$ cat src/hdl/sldc_pkg.sv
`default_nettype none
package sldc_pkg;
  localparam int ADDR_W   = 12;
  localparam int DATA_W   = 32;
  localparam int IDX_W    = 10;
  localparam int NUM_EXT  = 8;
  localparam int NUM_PROC = 4;
  localparam int SLOT_W   = 3;
  localparam int PSLOT_W  = 2;
  // register indices; byte address is four times the index
  localparam logic [9:0] IDX_DBG_CFG   = 10'h010;
  localparam logic [9:0] IDX_DBG_SRC   = 10'h01F;
  localparam logic [9:0] IDX_EXT_STAT  = 10'h020;
  localparam logic [9:0] IDX_PROC_STAT = 10'h040;
  localparam logic [9:0] IDX_LINK_CFG  = 10'h080;
  // debug fields
  localparam int DBG_PULL_BIT = 0;
  localparam int DBG_TRAP_BIT = 1;
  localparam int SRC_TILE_BIT = 0;
  localparam int SRC_PIN_BIT  = 4;
  // route status fields
  localparam int ST_IN_BIT   = 0;
  localparam int ST_OUT_BIT  = 1;
  localparam int ST_JUNK_BIT = 2;
  localparam int NET_LSB     = 4;
  localparam int NET_W       = 2;
  localparam int DIR_LSB     = 8;
  localparam int DIR_W       = 4;
  localparam int DEST_LSB    = 16;
  localparam int DEST_W      = 8;
  localparam int TYPE_LSB    = 24;
  localparam int TYPE_W      = 2;
  // link setup fields
  localparam int CFG_EN_BIT    = 31;
  localparam int CFG_WIDE_BIT  = 30;
  localparam int CFG_ERR_BIT   = 27;
  localparam int CFG_GRANT_BIT = 26;
  localparam int CFG_HOLD_BIT  = 25;
  localparam int CFG_LINK_GREETING_TOKEN_BIT = 24;
  localparam int CFG_RXRST_BIT = 23;
  localparam int TGAP_LSB      = 11;
  localparam int KGAP_LSB      = 0;
  localparam int GAP_W         = 11;
  // register slot k serves link letter SLOT_LINK[k] (A=0 .. H=7): C D B A G H E F
  localparam logic [7:0][2:0] SLOT_LINK =
    {3'h5, 3'h4, 3'h7, 3'h6, 3'h0, 3'h1, 3'h3, 3'h2};
  typedef enum logic [1:0] {
    SLDC_RT_PROC = 2'h0,
    SLDC_RT_EXT  = 2'h1,
    SLDC_RT_CTRL = 2'h2
  } sldc_route_type;
endpackage
`default_nettype wire

$ cat src/hdl/sldc_bus_if.sv
`timescale 1ns/1ns
`default_nettype none
// register strobes from the bus slave to the register holders
interface sldc_bus_if;
  logic        wr;
  logic        rd;
  logic [31:0] wdata;
  modport host (output wr, output rd, output wdata);
  modport unit (input wr, input rd, input wdata);
endinterface
`default_nettype wire

$ cat src/hdl/sldc_top.sv
`timescale 1ns/1ns
`default_nettype none
module sldc_top (
  input  wire logic             clock_i,
  input  wire logic             rst_n_i,
  input  wire logic             psel_i,
  input  wire logic             penable_i,
  input  wire logic             pwrite_i,
  input  wire logic [11:0]      paddr_i,
  input  wire logic [31:0]      pwdata_i,
  output logic      [31:0]      prdata_o,
  output logic                  pready_o,
  output logic                  pslverr_o,
  input  wire logic             debug_req_n_i,
  output logic                  debug_req_n_o,
  output logic                  debug_req_oe_n_o,
  input  wire logic             core_debug_mode_i,
  input  wire logic             tile_debug_event_i,
  output logic                  debug_call_trap_o,
  input  wire logic [7:0][1:0]  ext_route_type_i,
  input  wire logic [7:0][7:0]  ext_route_dest_i,
  input  wire logic [7:0]       ext_junk_i,
  input  wire logic [7:0]       ext_route_out_i,
  input  wire logic [7:0]       ext_route_in_i,
  input  wire logic [3:0][1:0]  proc_route_type_i,
  input  wire logic [3:0][7:0]  proc_route_dest_i,
  input  wire logic [3:0]       proc_junk_i,
  input  wire logic [3:0]       proc_route_out_i,
  input  wire logic [3:0]       proc_route_in_i,
  output logic      [7:0][3:0]  ext_direction_o,
  output logic      [7:0][1:0]  ext_network_o,
  output logic      [3:0][1:0]  proc_network_o,
  input  wire logic [7:0]       link_error_i,
  input  wire logic [7:0]       link_credit_granted_i,
  input  wire logic [7:0]       link_credit_held_i,
  output logic      [7:0]       link_enable_o,
  output logic      [7:0]       link_wide_o,
  output logic      [7:0]       link_link_greeting_token_o,
  output logic      [7:0]       link_rx_reset_o,
  output logic      [7:0][10:0] link_transition_gap_o,
  output logic      [7:0][10:0] link_token_gap_o
);
  typedef struct packed {
    logic [31:0]     rdata;
    logic [7:0][3:0] dir;
    logic [7:0][1:0] ext_net;
    logic [3:0][1:0] proc_net;
  } sldc_top_type;
  sldc_top_type     s_ff, nxt_s;
  sldc_bus_if       bus ();
  logic [9:0]       idx;
  logic [2:0]       slot;
  logic [1:0]       pslot;
  logic             hit_dcfg;
  logic             hit_dsrc;
  logic             hit_ext;
  logic             hit_proc;
  logic             hit_lcfg;
  logic             mapped;
  logic             rd_setup;
  logic             wr_acc;
  logic [2:0]       wlink;
  logic [1:0]       dbg_cfg;
  logic [1:0]       dbg_src;
  logic [31:0]      rd_word;
  logic [7:0][31:0] ext_word;
  logic [3:0][31:0] proc_word;
  logic [7:0][31:0] lcfg_word;
  logic [7:0]       lcfg_sel;

  function automatic logic [31:0] stat_word(input logic [1:0] ty, input logic [7:0] de,
                                            input logic [3:0] di, input logic [1:0] ne,
                                            input logic jk, input logic ro, input logic ri);
    logic [31:0] w;
    w = '0;
    w[sldc_pkg::TYPE_LSB +: sldc_pkg::TYPE_W] = ty;
    w[sldc_pkg::DEST_LSB +: sldc_pkg::DEST_W] = de;
    w[sldc_pkg::DIR_LSB +: sldc_pkg::DIR_W]   = di;
    w[sldc_pkg::NET_LSB +: sldc_pkg::NET_W]   = ne;
    w[sldc_pkg::ST_JUNK_BIT]                  = jk;
    w[sldc_pkg::ST_OUT_BIT]                   = ro;
    w[sldc_pkg::ST_IN_BIT]                    = ri;
    return w;
  endfunction

  // address decode on word index
  assign idx      = paddr_i[sldc_pkg::ADDR_W-1:2];
  assign slot     = idx[sldc_pkg::SLOT_W-1:0];
  assign pslot    = idx[sldc_pkg::PSLOT_W-1:0];
  assign hit_dcfg = idx == sldc_pkg::IDX_DBG_CFG;
  assign hit_dsrc = idx == sldc_pkg::IDX_DBG_SRC;
  assign hit_ext  = idx[sldc_pkg::IDX_W-1:sldc_pkg::SLOT_W]
                    == sldc_pkg::IDX_EXT_STAT[sldc_pkg::IDX_W-1:sldc_pkg::SLOT_W];
  assign hit_proc = idx[sldc_pkg::IDX_W-1:sldc_pkg::PSLOT_W]
                    == sldc_pkg::IDX_PROC_STAT[sldc_pkg::IDX_W-1:sldc_pkg::PSLOT_W];
  assign hit_lcfg = idx[sldc_pkg::IDX_W-1:sldc_pkg::SLOT_W]
                    == sldc_pkg::IDX_LINK_CFG[sldc_pkg::IDX_W-1:sldc_pkg::SLOT_W];
  assign mapped   = (paddr_i[1:0] == 2'h0)
                    && (hit_dcfg || hit_dsrc || hit_ext || hit_proc || hit_lcfg);

  // apb handshake: one setup, one access cycle, never stalled
  assign pready_o  = psel_i && penable_i;
  assign pslverr_o = psel_i && penable_i && !mapped;
  assign rd_setup  = psel_i && !penable_i && !pwrite_i && mapped;
  assign wr_acc    = psel_i && penable_i && pwrite_i && mapped;

  // strobes to register holders; read clears act with the data capture
  assign bus.wr    = wr_acc;
  assign bus.rd    = rd_setup;
  assign bus.wdata = pwdata_i;

  // slot to link letter map for status and setup words
  assign wlink = sldc_pkg::SLOT_LINK[slot];

  // status words and per-link setup registers
  generate
    for (genvar k = 0; k < sldc_pkg::NUM_EXT; k++)
    begin : g_ext
      localparam int L = int'(sldc_pkg::SLOT_LINK[k]);
      // external word carries direction and network
      assign ext_word[k] = stat_word(ext_route_type_i[L], ext_route_dest_i[L], s_ff.dir[L],
                                     s_ff.ext_net[L], ext_junk_i[L], ext_route_out_i[L],
                                     ext_route_in_i[L]);
      assign lcfg_sel[k] = hit_lcfg && (slot == 3'(k));
      sldc_link_cfg u_link (
        .clock_i          (clock_i),
        .rst_n_i          (rst_n_i),
        .bus              (bus.unit),
        .sel_i            (lcfg_sel[k]),
        .credit_granted_i (link_credit_granted_i[L]),
        .credit_held_i    (link_credit_held_i[L]),
        .error_i          (link_error_i[L]),
        .enable_o         (link_enable_o[L]),
        .wide_o           (link_wide_o[L]),
        .link_greeting_token_o          (link_link_greeting_token_o[L]),
        .rx_reset_o       (link_rx_reset_o[L]),
        .tgap_o           (link_transition_gap_o[L]),
        .kgap_o           (link_token_gap_o[L]),
        .word_o           (lcfg_word[k])
      );
    end
    for (genvar p = 0; p < sldc_pkg::NUM_PROC; p++)
    begin : g_proc
      // processor word has no direction field
      assign proc_word[p] = stat_word(proc_route_type_i[p], proc_route_dest_i[p], 4'h0,
                                      s_ff.proc_net[p], proc_junk_i[p], proc_route_out_i[p],
                                      proc_route_in_i[p]);
    end
  endgenerate

  // debug pin, trap and source record
  sldc_dbg_pin u_dbg (
    .clock_i            (clock_i),
    .rst_n_i            (rst_n_i),
    .bus                (bus.unit),
    .sel_cfg_i          (hit_dcfg),
    .sel_src_i          (hit_dsrc),
    .debug_req_n_i      (debug_req_n_i),
    .core_debug_mode_i  (core_debug_mode_i),
    .tile_debug_event_i (tile_debug_event_i),
    .debug_call_trap_o  (debug_call_trap_o),
    .debug_req_oe_n_o   (debug_req_oe_n_o),
    .cfg_o              (dbg_cfg),
    .src_o              (dbg_src)
  );

  // open-drain debug wire only ever drives low
  assign debug_req_n_o = 1'h0;

  // read mux, reserved and unmapped read zero
  always_comb
  begin
    rd_word = '0;
    if (hit_dcfg)
    begin
      rd_word[sldc_pkg::DBG_TRAP_BIT] = dbg_cfg[1];
      rd_word[sldc_pkg::DBG_PULL_BIT] = dbg_cfg[0];
    end
    else if (hit_dsrc)
    begin
      rd_word[sldc_pkg::SRC_PIN_BIT]  = dbg_src[1];
      rd_word[sldc_pkg::SRC_TILE_BIT] = dbg_src[0];
    end
    else if (hit_ext)
      rd_word = ext_word[slot];
    else if (hit_proc)
      rd_word = proc_word[pslot];
    else if (hit_lcfg)
      rd_word = lcfg_word[slot];
  end

  // data capture and writable routing fields
  always_comb
  begin
    nxt_s = s_ff;
    if (psel_i && !penable_i && !pwrite_i)
      nxt_s.rdata = mapped ? rd_word : '0;
    // direction and network writes, slot mapped to link
    if (wr_acc && hit_ext)
    begin
      nxt_s.dir[wlink]     = pwdata_i[sldc_pkg::DIR_LSB +: sldc_pkg::DIR_W];
      nxt_s.ext_net[wlink] = pwdata_i[sldc_pkg::NET_LSB +: sldc_pkg::NET_W];
    end
    if (wr_acc && hit_proc)
      nxt_s.proc_net[pslot] = pwdata_i[sldc_pkg::NET_LSB +: sldc_pkg::NET_W];
  end

  // state register
  always_ff @(posedge clock_i or negedge rst_n_i)
  begin
    if (!rst_n_i)
      s_ff <= '0;
    else
      s_ff <= nxt_s;
  end

  assign prdata_o        = s_ff.rdata;
  assign ext_direction_o = s_ff.dir;
  assign ext_network_o   = s_ff.ext_net;
  assign proc_network_o  = s_ff.proc_net;
endmodule
`default_nettype wire

$ cat src/hdl/sldc_dbg_pin.sv
`timescale 1ns/1ns
`default_nettype none
module sldc_dbg_pin (
  input  wire logic       clock_i,
  input  wire logic       rst_n_i,
  sldc_bus_if.unit        bus,
  input  wire logic       sel_cfg_i,
  input  wire logic       sel_src_i,
  input  wire logic       debug_req_n_i,
  input  wire logic       core_debug_mode_i,
  input  wire logic       tile_debug_event_i,
  output logic            debug_call_trap_o,
  output logic            debug_req_oe_n_o,
  output logic [1:0]      cfg_o,
  output logic [1:0]      src_o
);
  typedef struct packed {
    logic [2:0] sync;   // inverted pin, so reset zero means idle
    logic       lvl;
    logic [1:0] cfg;
    logic       src_pin;
    logic       src_tile;
    logic       trap;
    logic       drive;
  } sldc_dbg_type;
  sldc_dbg_type s_ff, nxt_s;
  logic         rise;

  // pin filter, trap, source record and pin drive
  always_comb
  begin
    nxt_s      = s_ff;
    nxt_s.sync = {s_ff.sync[1:0], ~debug_req_n_i};
    rise       = !s_ff.lvl && s_ff.sync[2] && s_ff.sync[1];
    if (s_ff.sync[2] == s_ff.sync[1])
    begin
      nxt_s.lvl = s_ff.sync[2];
    end
    // pin traps only when enabled and not while our own pull-down is driving
    nxt_s.trap = rise && s_ff.cfg[sldc_pkg::DBG_TRAP_BIT] && !s_ff.drive;
    if (bus.wr && sel_cfg_i)
    begin
      nxt_s.cfg = {bus.wdata[sldc_pkg::DBG_TRAP_BIT], bus.wdata[sldc_pkg::DBG_PULL_BIT]};
    end
    if (bus.wr && sel_src_i)
    begin
      nxt_s.src_pin  = bus.wdata[sldc_pkg::SRC_PIN_BIT];
      nxt_s.src_tile = bus.wdata[sldc_pkg::SRC_TILE_BIT];
    end
    // newest event overrides a software write
    if (nxt_s.trap || tile_debug_event_i)
    begin
      nxt_s.src_pin  = nxt_s.trap;
      nxt_s.src_tile = tile_debug_event_i;
    end
    // pull the wire low while in debug mode
    nxt_s.drive = s_ff.cfg[sldc_pkg::DBG_PULL_BIT] && core_debug_mode_i;
  end

  // state register
  always_ff @(posedge clock_i or negedge rst_n_i)
  begin
    if (!rst_n_i)
      s_ff <= '0;
    else
      s_ff <= nxt_s;
  end

  assign debug_call_trap_o = s_ff.trap;
  assign debug_req_oe_n_o  = !s_ff.drive;
  assign cfg_o             = s_ff.cfg;
  assign src_o             = {s_ff.src_pin, s_ff.src_tile};
endmodule
`default_nettype wire

$ cat src/hdl/sldc_link_cfg.sv
`timescale 1ns/1ns
`default_nettype none
module sldc_link_cfg (
  input  wire logic        clock_i,
  input  wire logic        rst_n_i,
  sldc_bus_if.unit         bus,
  input  wire logic        sel_i,
  input  wire logic        credit_granted_i,
  input  wire logic        credit_held_i,
  input  wire logic        error_i,
  output logic             enable_o,
  output logic             wide_o,
  output logic             link_greeting_token_o,
  output logic             rx_reset_o,
  output logic [10:0]      tgap_o,
  output logic [10:0]      kgap_o,
  output logic [31:0]      word_o
);
  typedef struct packed {
    logic        en;
    logic        wide;
    logic        err;
    logic        link_greeting_token;
    logic        rxrst;
    logic [10:0] tgap;
    logic [10:0] kgap;
  } sldc_link_type;
  sldc_link_type s_ff, nxt_s;
  logic          wr;

  // field writes, self-clearing pulses, sticky error
  always_comb
  begin
    nxt_s       = s_ff;
    wr          = bus.wr && sel_i;
    nxt_s.link_greeting_token = 1'h0;
    nxt_s.rxrst = 1'h0;
    if (wr)
    begin
      nxt_s.en    = bus.wdata[sldc_pkg::CFG_EN_BIT];
      nxt_s.wide  = bus.wdata[sldc_pkg::CFG_WIDE_BIT];
      nxt_s.link_greeting_token = bus.wdata[sldc_pkg::CFG_LINK_GREETING_TOKEN_BIT];
      nxt_s.rxrst = bus.wdata[sldc_pkg::CFG_RXRST_BIT];
      nxt_s.tgap  = bus.wdata[sldc_pkg::TGAP_LSB +: sldc_pkg::GAP_W];
      nxt_s.kgap  = bus.wdata[sldc_pkg::KGAP_LSB +: sldc_pkg::GAP_W];
    end
    // read clears, a new error wins
    nxt_s.err = error_i || (s_ff.err && !(bus.rd && sel_i));
  end

  // state register
  always_ff @(posedge clock_i or negedge rst_n_i)
  begin
    if (!rst_n_i)
      s_ff <= '0;
    else
      s_ff <= nxt_s;
  end

  // read word; credit flags straight from link logic
  always_comb
  begin
    word_o = '0;
    word_o[sldc_pkg::CFG_EN_BIT]    = s_ff.en;
    word_o[sldc_pkg::CFG_WIDE_BIT]  = s_ff.wide;
    word_o[sldc_pkg::CFG_ERR_BIT]   = s_ff.err;
    word_o[sldc_pkg::CFG_GRANT_BIT] = credit_granted_i;
    word_o[sldc_pkg::CFG_HOLD_BIT]  = credit_held_i;
    word_o[sldc_pkg::TGAP_LSB +: sldc_pkg::GAP_W] = s_ff.tgap;
    word_o[sldc_pkg::KGAP_LSB +: sldc_pkg::GAP_W] = s_ff.kgap;
  end

  assign enable_o   = s_ff.en;
  assign wide_o     = s_ff.wide;
  assign link_greeting_token_o    = s_ff.link_greeting_token;
  assign rx_reset_o = s_ff.rxrst;
  assign tgap_o     = s_ff.tgap;
  assign kgap_o     = s_ff.kgap;
endmodule
`default_nettype wire

$ cat config.mk
export PLATFORM = sky130hd
export DESIGN_NAME = sldc_top
export DESIGN_NICKNAME = d
export VERILOG_FILES = /design/src/hdl/sldc_pkg.sv /design/src/hdl/sldc_bus_if.sv /design/src/hdl/sldc_top.sv /design/src/hdl/sldc_dbg_pin.sv /design/src/hdl/sldc_link_cfg.sv
export SDC_FILE = /design/constraint.sdc
export NUM_CORES = 1
export LEC_CHECK = 0
export BUFFER_PORTS_ARGS = -buffer_cell sky130_fd_sc_hd__buf_2
export CORE_UTILIZATION = 30
export CTS_CLUSTER_SIZE = 16
export DETAILED_ROUTE_END_ITERATION = 6
export HOLD_SLACK_MARGIN = 0.15
export PLACE_DENSITY_LB_ADDON = 0.1
export SLEW_MARGIN = 10
export SYNTH_ARGS = -nofsm -noshare
export SYNTH_HDL_FRONTEND = slang
export SYNTH_SLANG_ARGS = --single-unit
$ cat constraint.sdc
create_clock -name clock_i -period 3.6 [get_ports clock_i]
set_input_delay 0.54 -clock clock_i [delete_from_list [all_inputs] [get_ports clock_i]]
set_output_delay 0.54 -clock clock_i [all_outputs]
set_load 0.02 [all_outputs]
==> impl_results.md, run 1 <==
- Status: complete, no violations
- Final Critical Period: 2.96 ns
- Arr. time, crit path: 2.42 ns
- Crit path max fanout: 12
- Sw power: 1930 µW
- Longest Clk Path Bufs: 3
- Crit share post-route: 0.822
- Die Width: 239 µm
- Hold-fix buffers, CTS: 6
- Critical Path RT: 3.06 ns
- Post-route setup TNS: 0 ns
- Total GRT Usage: 0.213
- Sequential Power Share: 0.441
- Fmax: 0.338 GHz
- Initial antenna violation count: 1
- Proportion of power drawn by the clock network: 0.483
- Net Sw Frac: 0.242
- Num CTS Buffers: 39
- Area delta synth->final: 19.4%
- GRT overflow: 0
- Largest net degree at the start of global routing: 108
- # nets final: 1779
- WL/cell: 26.4 µm
- Top Ports: 533
- Die ar.: 57000 µm²
- Share of layout cells above drive strength 1: 0.635
- Hold slack final: 0.187 ns
- Fin area: 20100 µm²
- Post_cts resized: 0
- GP Congestion: 0.780
- Area of the mapped netlist: 16800 µm²
- Cell leakage power: 0.0105 µW
- Clk slew on worst S/H paths: 0.05 ns
- RSZ-0062 raised after global routing: false
- CTS tree: yes
- I/O Buffers: 523
- Seq/Total Area, Yosys: 0.464
- Async S/R FF share, synth: 1.00
- Core area: 55200 µm²
- Critical path class: primary input to output pin
- DPL Wire Length: 43700 µm
- Power Density: 397 nW/µm²
- DRT iter0 DRCs: 475
- Via/cell ratio: 4.87
- Initial Utilization: 0.305
- Max rail drop VDD: 0.000275 V
- Root buf cell: clkbuf_16
- Crit start category: primary input
- DRC: 0
- Post-synthesis cell type count: 53
- CP endpoint kind: output pin
- First-pass GRT wire length: 87100 µm
- Internal: 6050 µW
- Final Util: 0.364
- Slew margin rel.: 0.343
- Hold Path Class: primary input to register
- Post-DP Area: 18800 µm²
- Post-synth top flop: dfrtp_1
- Max-Cap Viols: 0
- Post-detailed-route count of antenna-violating nets: 0
- Fin. Hold Viols: 0
- Clk Latency, worst-skew pair: 0.55 ns
- Flops & latches, synth: 312
- # rows: 86
- Mapped Avg Cell Area: 13.9 µm²
- Post-CTS Setup Repair Bufs: 0
- Detailed Routing Iterations Pass 1: 4
- Comb power frac: 0.076
- Worst slew pin tran: 0.986 ns
- Yosys warning total: 0
- Die Ht: 239 µm
- Total number of vias: 11300
- Number of synthesized flops with an enable pin: 0
- Number of global-route vias before repair: 11800
- Slew Viols, Final: 0
- Skew final: 0.0183 ns
- # setup viols final: 0
- H-tree levels: 2
- Mapped Cells: 1212
- Design Power: 7980 µW
- Num Clock Sinks: 312
- Total routed wirelength: 61300 µm
-- routing by layer --
| layer | vias up | track usage | share of wire |
|---|---|---|---|
| met5 | - | 0 | 0 |
| met4 | 0 | 0.0425 | 0.018 |
| met3 | 61 | 0.0553 | 0.072 |
| met2 | 420 | 0.355 | 0.49 |
| met1 | 5910 | 0.279 | 0.42 |
| li1 | 4897 | - | - |
-- worst max-delay path: stages --
cell	delay [ns]
clkbuf_8	0.20
inv_1	0.08
ha_1	0.23
nor3b_1	0.18
o211ai_1	0.34
nand3_1	0.17
a21boi_0	0.42
buf_2	0.25
-- synth_stat cells, drive strengths merged, types with 2 or more instances --
| cell | count | share of area |
|---|---|---|
| nand3 | 11 | 0.0036 |
| nand2b | 2 | 0.00074 |
| or3b | 2 | 0.0010 |
| and2 | 6 | 0.0022 |
| buf | 262 | 0.12 |
| and3 | 10 | 0.0037 |
| nor4 | 7 | 0.0083 |
| o22ai | 16 | 0.0059 |
| clkbuf | 21 | 0.0047 |
| nand2 | 47 | 0.011 |
| mux2 | 252 | 0.17 |
| nor2 | 16 | 0.0036 |
| mux2i | 47 | 0.028 |
| nand4 | 2 | 0.00074 |
| or2 | 2 | 0.00089 |
| inv | 6 | 0.0013 |
| a21o | 8 | 0.0036 |
| a22o | 7 | 0.0036 |
| ha | 4 | 0.0030 |
| dfrtp | 312 | 0.46 |
| o21ai | 26 | 0.0077 |
| a21oi | 12 | 0.0036 |
| nor3 | 6 | 0.0021 |
| or3 | 3 | 0.0011 |
| o211ai | 3 | 0.0013 |
| mux4 | 105 | 0.14 |
-- final timing paths --
path	from	endpoint	slack, ns	cells after the start
max reg2reg	g_ext[6].u_link.kgap_o[1]$_DFFE_PN0N_	prdata_o[1]$_DFFE_PN0P_	1.62	4
max in group asynchronous	rst_n_i	g_ext[4].u_link.kgap_o[5]$_DFFE_PN0N_	1.90	3
min reg2reg	u_dbg.nxt_s[8]$_DFF_PN0_	u_dbg.nxt_s[9]$_DFF_PN0_	0.36	0
max	paddr_i[2]	pslverr_o	0.64	8
min	link_error_i[7]	g_ext[5].u_link.word_o[27]$_DFF_PN0_	0.19	2
min in group asynchronous	rst_n_i	g_ext[4].u_link.rx_reset_o$_DFF_PN0_	0.60	2
-- stage by stage --
stage	cells	setup WS [ns]
finish	2319	0.641
global route	2317	0.474
CTS	2317	0.556
detailed placement	2244	0.558
global placement	2244	0.553
floorplan	1214	0.327
-- cell families (layout without fill, tap and decap cells) --
family | after synthesis | after routing | share of synthesized area
buffers and inverters | 290 | 645 | 0.123
AOI/OAI and AO/OA | 82 | 82 | 0.0306
other | 1 | 5 | 0.000223
and+or+nand+nor | 118 | 118 | 0.0411
DFF | 312 | 312 | 0.464
muxes | 404 | 404 | 0.337
adders and majority gates | 5 | 5 | 0.00357
-- sequential cells by signal, summed over array words and instances, names as in the netlist, 3 cells and up --
name / count
g_ext.u_link.kgap_o: 88
g_ext.u_link.tgap_o: 88
ext_direction_o: 32
prdata_o: 30
ext_network_o: 16
g_ext.u_link.enable_o: 8
g_ext.u_link.link_greeting_token_o: 8
g_ext.u_link.rx_reset_o: 8
g_ext.u_link.wide_o: 8
g_ext.u_link.word_o: 8
proc_network_o: 8
u_dbg.s_ff: 3
-- layout by cell type (no fill, tap or decap), drive strengths merged, types with 2 or more instances in the layout --
| cell | Yosys | routed |
|---|---|---|
| a22o | 7 | 7 |
| o21ai | 26 | 26 |
| o22ai | 16 | 16 |
| and3 | 10 | 10 |
| mux2i | 47 | 47 |
| dlygate4sd3 | 0 | 6 |
| mux2 | 252 | 252 |
| a21oi | 12 | 12 |
| a21o | 8 | 8 |
| nand2b | 2 | 2 |
| or3 | 3 | 3 |
| diode | 0 | 2 |
| and2 | 6 | 6 |
| nor4 | 7 | 7 |
| clkbuf | 21 | 59 |
| buf | 262 | 564 |
| clkinvlp | 0 | 2 |
| inv | 6 | 8 |
| nand3 | 11 | 11 |
| ha | 4 | 4 |
| o211ai | 3 | 3 |
| conb | 1 | 3 |
| nand4 | 2 | 2 |
| nand2 | 47 | 47 |
| or2 | 2 | 2 |
| nor2 | 16 | 16 |
| clkinv | 1 | 5 |
| nor3 | 6 | 6 |
| dfrtp | 312 | 312 |
| mux4 | 105 | 105 |
| or3b | 2 | 2 |
-- final cells by class --
class,instances,area [µm²]
fill,5509,35100
sequential,312,7810
multi-input combinational,612,6960
antenna,2,5.00
clock inverter,9,90.1
clock buffer,58,1150
timing repair buffer,571,3120
inverter,7,26.3
tap,748,936
-- power groups by stage --
stage / clock [µW] / combinational [µW] / sequential (µW)
after floorplan: 0 / 263 / 3580
after detailed placement: 0 / 615 / 3580
after global routing: 4110 / 657 / 3520
final: 3860 / 604 / 3520
after global placement: 0 / 610 / 3580
after CTS: 3990 / 623 / 3520
Power figures use the tool's default switching activity.
==> inputs of run 2 (changes only) <==
--- a/config.mk
+++ b/config.mk
@@ -5,6 +5,7 @@
 export SDC_FILE = /design/constraint.sdc
 export NUM_CORES = 1
 export LEC_CHECK = 0
+export ABC_AREA = 1
 export BUFFER_PORTS_ARGS = -buffer_cell sky130_fd_sc_hd__buf_2
 export CORE_UTILIZATION = 30
 export CTS_CLUSTER_SIZE = 16
==> constraint.sdc (replaced) <==
create_clock -name clock_i -period 2.8 [get_ports clock_i]
set_input_delay 0.42 -clock clock_i [delete_from_list [all_inputs] [get_ports clock_i]]
set_output_delay 0.42 -clock clock_i [all_outputs]
set_load 0.02 [all_outputs]
==> run 2 against run 1 <==
Critical path depth grew 3. Sequential share of layout area shrank 2.5 points. Hold slack got worse by 0.00059 ns. Synthesized cell count increased by 98%. Non-clock buffer count rose by 44. Register-to-register slack got worse by 0.55 ns. Largest power group unchanged. Largest cell class unchanged. Synthesized area increased by 5.8%.
==> impl_results.md, run 2 <==
- WL/cell: 22.7 µm
- Slew Viols, Final: 0
- Critical path buffers and inverters: 5
- Fin cells: 3490
- Flops & latches, synth: 312
- Hold path start: pwdata_i[2]
- # nets final: 2931
- Top Ports: 533
- Num CTS Buffers: 40
- Via/cell ratio: 4.86
- Sequential Power Share: 0.406
- GP Congestion: 0.931
- H-tree levels: 2
- CTS tree: yes
- Initial Utilization: 0.306
- Worst-path cell chain: buf_2 > buf_4 > ha_1 > inv_1 > nor2_1 > o21ai_1 > nand3_2 > nand2_1 > inv_1 > nor2_1 > buf_2
- Clk Latency, worst-skew pair: 0.58 ns
- Area of the mapped netlist: 17800 µm²
- Cell with the most instances after synthesis: nand2_1
- Number of global-route vias before repair: 16400
- Proportion of power drawn by the clock network: 0.504
- Status: complete, no violations
- Post-detailed-route count of antenna-violating nets: 0
- Crit start category: primary input
- Detailed Routing Iterations Pass 1: 5
- Num Clock Sinks: 312
- Yosys warning total: 0
- Crit path from: paddr_i[3]
- Clk slew on worst S/H paths: 0.06 ns
- Top Family by Delay on Critical Path: buffers and inverters
- Final Critical Period: 2.26 ns
- Most common cell after layout, fill and taps aside: nand2_1
- Max stage delay cell, worst path: ha_1
- Largest net degree at the start of global routing: 130
- GRT overflow: 0
- Number of diodes: 0
- Total GRT Usage: 0.257
- RSZ-0062 raised after global routing: false
- Synth top area cells: dfrtp_1, nand2_1, buf_4
- DRT iter0 DRCs: 1316
- Net Sw Frac: 0.257
- Top cell type by total area after synthesis: dfrtp_1
- Initial antenna violation count: 1
- Worst slew pin tran: 1.10 ns
- Internal: 8280 µW
- I/O Buffers: 523
- Area delta synth->final: 20.7%
- Reg2reg start: g_ext[6].u_link.tgap_o[5]$_DFFE_PN0N_
- First-pass GRT wire length: 113000 µm
- Post-synthesis cell type count: 29
- Die Ht: 246 µm
- DPL Wire Length: 58300 µm
- Critical Path RT: 2.38 ns
- CP endpoint kind: output pin
- Async S/R FF share, synth: 1.00
- Critical path class: primary input to output pin
- Fin area: 21500 µm²
- Total number of vias: 17000
- Top-area cell type share of the netlist area: 0.439
- Post-DP Area: 19900 µm²
- Comb power frac: 0.090
- Seq/Total Area, Yosys: 0.439
- Longest Clk Path Bufs: 3
- Skew final: 0.0148 ns
- Post-synth top flop: dfrtp_1
- Fmax: 0.442 GHz
- Max-Cap Viols: 0
- Placed insts: 3398
- Total routed wirelength: 79100 µm
- Post-route setup TNS: 0 ns
- Number of synthesized flops with an enable pin: 0
- Most frequent cells in the layout: nand2_1, buf_2, dfrtp_1, o21ai_0, inv_1
- Die Width: 246 µm
- # setup viols final: 0
- Power Density: 519 nW/µm²
- Root buf cell: clkbuf_16
- Share of layout cells above drive strength 1: 0.255
- Worst path max stage delay: 0.19 ns
- Crit share post-route: 0.808
- Most instantiated cells after synthesis: nand2_1, dfrtp_1, o21ai_0, buf_4, inv_1
- Post-CTS Setup Repair Bufs: 0
- Cell leakage power: 0.0111 µW
- Max rail drop VDD: 0.000386 V
- DRC: 0
- Sw power: 2870 µW
- Fin. Hold Viols: 0
- Hold Path Class: primary input to register
- Core area: 58100 µm²
- Arr. time, crit path: 1.84 ns
- Mapped Cells: 2403
- # rows: 88
- Crit path max fanout: 7
- Die ar.: 60300 µm²
- Mapped Avg Cell Area: 7.41 µm²
- Slew margin rel.: 0.264
==> run 2: cell types whose count changed in the layout (fill, tap and decap cells not counted), sizes merged, moves of 47 or more <==
cell	previous run	this run
nand2	47	713
o21ai	26	288
mux2	252	0
inv	8	218
nand3	11	126
nor2	16	128
mux4	105	0
a21oi	12	107
o21bai	1	57
mux2i	47	0
==> run 2: path summary, 6_finish.rpt <==
check	end	slack, ns	cells past startpoint
max	pslverr_o	0.54	11
min	g_ext[3].u_link.kgap_o[2]$_DFFE_PN0N_	0.19	3
max reg2reg	prdata_o[16]$_DFFE_PN0P_	1.07	8
min reg2reg	u_dbg.nxt_s[9]$_DFF_PN0_	0.36	0
max in group asynchronous	u_dbg.s_ff[0]$_DFF_PN0_	1.55	3
min in group asynchronous	g_ext[7].u_link.link_greeting_token_o$_DFF_PN0_	0.45	2
==> run 2: cell type report <==
cell class / instances / area (µm²)
fillers: 6210 / 36700
multi-input cells: 1509 / 6930
inverters: 217 / 820
flip-flops and latches: 312 / 7810
well taps: 765 / 957
clock buffers: 56 / 1150
repair buffers: 615 / 3550
clock inverters: 16 / 267
==> run 2: logic make-up after synthesis <==
kind of cell	share of synthesized area
buffers and inverters	0.175
adders and majority gates	0.00337
other	0.000211
and+or+nand+nor	0.232
DFF	0.439
AOI/OAI and AO/OA	0.151
==> run 2: per-stage QoR <==
stage	power [µW]	worst slack (ns)	hold slack, ns	util
after floorplan	5020	0.0225	0.124	-
after global placement	5590	0.143	0.345	0.342
after detailed placement	5600	0.112	0.340	0.342
after CTS	11300	0.558	0.155	0.369
after global routing	11500	0.451	0.174	0.369
final	11100	0.536	0.186	0.369
==> run 2: what timing repair did <==
item                      CTS  global route
hold endpoints to repair  112             0
gates resized for setup     0             0
hold buffers               20             0
==> run 2: worst reg2reg max path, stage by stage (launching register included) <==
cell	delay (ns)
dfrtp_1	0.39
inv_1	0.08
a21oi_1	0.06
o21ai_0	0.10
nand3_1	0.12
o21ai_0	0.61
nand2_1	0.10
nand3_1	0.09
nand2_1	0.06
==> run 2: per-layer routing <==
layer / GRT usage / up-vias / part of all wire
met5: 0 / - / 0.00016
met4: 0.0782 / 2 / 0.025
met3: 0.0330 / 82 / 0.054
met2: 0.439 / 589 / 0.50
met1: 0.335 / 8249 / 0.42
li1: - / 8047 / -
==> run 2: power by group through the flow <==
stage,clock network [µW],registers [µW],logic (µW)
global placement,0,4600,988
CTS,5730,4520,1020
global route,5910,4520,1100
floorplan,0,4600,420
finish,5620,4520,1010
detailed placement,0,4600,993
==> inputs of run 3 (changes only) <==
==> constraint.sdc (replaced) <==
create_clock -name clock_i -period 2.16 [get_ports clock_i]
set_input_delay 0.324 -clock clock_i [delete_from_list [all_inputs] [get_ports clock_i]]
set_output_delay 0.324 -clock clock_i [all_outputs]
set_load 0.02 [all_outputs]
==> run 3 against run 2 <==
Sequential cell count stayed put. Sequential share of layout area fell by 1.2 points. Final area up 3.5%. Hold slack better by 0.037 ns. Setup slack got worse by 0.38 ns. Critical path type unchanged.
==> impl_results.md, run 3 (same netlist as run 2, synthesis figures left out) <==
- WL/cell: 22.6 µm
- Crit start category: primary input
- CTS tree: yes
- R2R depth: 9
- Critical Path RT: 1.84 ns
- Core area: 58100 µm²
- GRT overflow: 0
- Clk Latency, worst-skew pair: 0.56 ns
- Initial antenna violation count: 2
- Area delta synth->final: 24.9%
- Longest Clk Path Bufs: 3
- Top Family by Delay on Critical Path: buffers and inverters
- # rows: 88
- Hold slack final: 0.224 ns
- First-pass GRT wire length: 115000 µm
- Final Critical Period: 2.00 ns
- Crit path max fanout: 7
- Reg2reg start: g_ext[6].u_link.tgap_o[5]$_DFFE_PN0N_
- Max rail drop VDD: 0.000485 V
- CP endpoint kind: output pin
- Post-detailed-route count of antenna-violating nets: 0
- Crit path from: paddr_i[2]
- R2R Setup Slk: 0.44 ns
- Reg2reg end: prdata_o[16]$_DFFE_PN0P_
- Num CTS Buffers: 40
- Die Width: 246 µm
- Total GRT Usage: 0.261
- DRT iter0 DRCs: 1140
- Top Ports: 533
- Most common cell after layout, fill and taps aside: nand2_1
- DRC: 0
- Root buf cell: clkbuf_16
- Die ar.: 60300 µm²
- Fin area: 22200 µm²
- Num Clock Sinks: 312
- H-tree levels: 2
- Crit path to: pslverr_o
- # nets final: 2990
- Total number of vias: 17300
- Share of layout cells above drive strength 1: 0.271
- Post-DP Area: 20500 µm²
- Number of global-route vias before repair: 16900
- Hold Path Class: primary input to register
- Via/cell ratio: 4.87
- Worst slew pin tran: 0.731 ns
- Status: complete, no violations
- Worst-path cell chain: buf_6 > ha_1 > inv_1 > nor2_1 > o21ai_1 > nand3_2 > buf_4 > nand2_1 > inv_1 > nor2_1 > buf_2
- Largest net degree at the start of global routing: 77
- Skew final: 0.0113 ns
- Total routed wirelength: 80300 µm
- Clk slew on worst S/H paths: 0.06 ns
- Max stage delay cell, worst path: ha_1
- Most frequent cells in the layout: nand2_1, buf_2, dfrtp_1, o21ai_0, inv_1
- Fmax: 0.499 GHz
- Initial Utilization: 0.306
- GP Congestion: 0.926
- Fillers: 6187
- Slew Viols, Final: 0
- Cell leakage power: 0.0115 µW
- Critical path class: primary input to output pin
- Hold path start: penable_i
- Fin cells: 3551
- Max-Cap Viols: 0
- Power Density: 642 nW/µm²
- Post_cts resized: 0
- Worst path max stage delay: 0.22 ns
- Arr. time, crit path: 1.68 ns
- Critical path buffers and inverters: 5
- Post-CTS Setup Repair Bufs: 0
- Detailed Routing Iterations Pass 1: 5
- Die Ht: 246 µm
- I/O Buffers: 523
- Fin. Hold Viols: 0
- Slew margin rel.: 0.513
- RSZ-0062 raised after global routing: false
- CP Depth: 11
- # setup viols final: 0
- Placed insts: 3445
- Crit share post-route: 0.927
- DPL Wire Length: 59400 µm
[run 3: stage by stage]
stage	setup TNS [ns]	setup slack (ns)	util	power, µW
floorplan	-16.36	-0.142	-	6530
finish	0	0.158	0.382	14300
CTS	0	0.171	0.382	14500
detailed placement	-0.580	-0.257	0.353	7330
global placement	-0.363	-0.245	0.353	7340
global route	0	0.0739	0.382	14800
[run 3: worst reg2reg max path, cell delays in order (launching register included)]
cell	delay, ns
dfrtp_1	0.40
inv_1	0.08
a21oi_1	0.06
o21ai_0	0.09
nand3_1	0.09
o21ai_0	0.52
buf_4	0.23
nand2_1	0.05
nand3_1	0.06
nand2_1	0.05
[run 3: worst min path at each step]
stage,to,slack [ns],cells after the start
final,prdata_o[10]$_DFFE_PN0P_,0.22,5
after global routing,g_ext[6].u_link.kgap_o[8]$_DFFE_PN0N_,0.23,3
after CTS,g_ext[2].u_link.kgap_o[9]$_DFFE_PN0N_,0.21,3
after detailed placement,g_ext[5].u_link.tgap_o[6]$_DFFE_PN0N_,0.30,1
after global placement,g_ext[5].u_link.tgap_o[6]$_DFFE_PN0N_,0.29,1
after floorplan,ext_direction_o[0]$_DFFE_PN0P_,0.03,0
[run 3: layout make-up]
class                           count  area [µm²]  share of cell area
Antenna cell                        1        2.50            0.000113
Clock buffer                       58        1190              0.0535
Clock inverter                     15         178             0.00799
Inverter                          217         825              0.0371
Multi-Input combinational cell   1509        6990               0.314
Sequential cell                   312        7810               0.351
Tap cell                          765         957              0.0431
Timing Repair Buffer              674        4290               0.193
[run 3: report_power, final]
part / internal (µW) / leakage, µW / switching, µW
Clock: 4200 / 0.000673 / 2800
Combinational: 478 / 0.00730 / 929
Sequential: 5860 / 0.00349 / 6.44
[run 3: per-layer routing]
metal	part of all wire	up-vias	global-route usage
met5	0.00016	-	0
met4	0.027	2	0.0771
met3	0.060	107	0.0390
met2	0.49	615	0.445
met1	0.42	8391	0.339
li1	-	8163	-
[run 3: timing repair]
item | in CTS | in global routing
hold endpoints to repair | 246 | 0
hold buffers | 32 | 0
endpoints found under the setup margin | 0 | 0
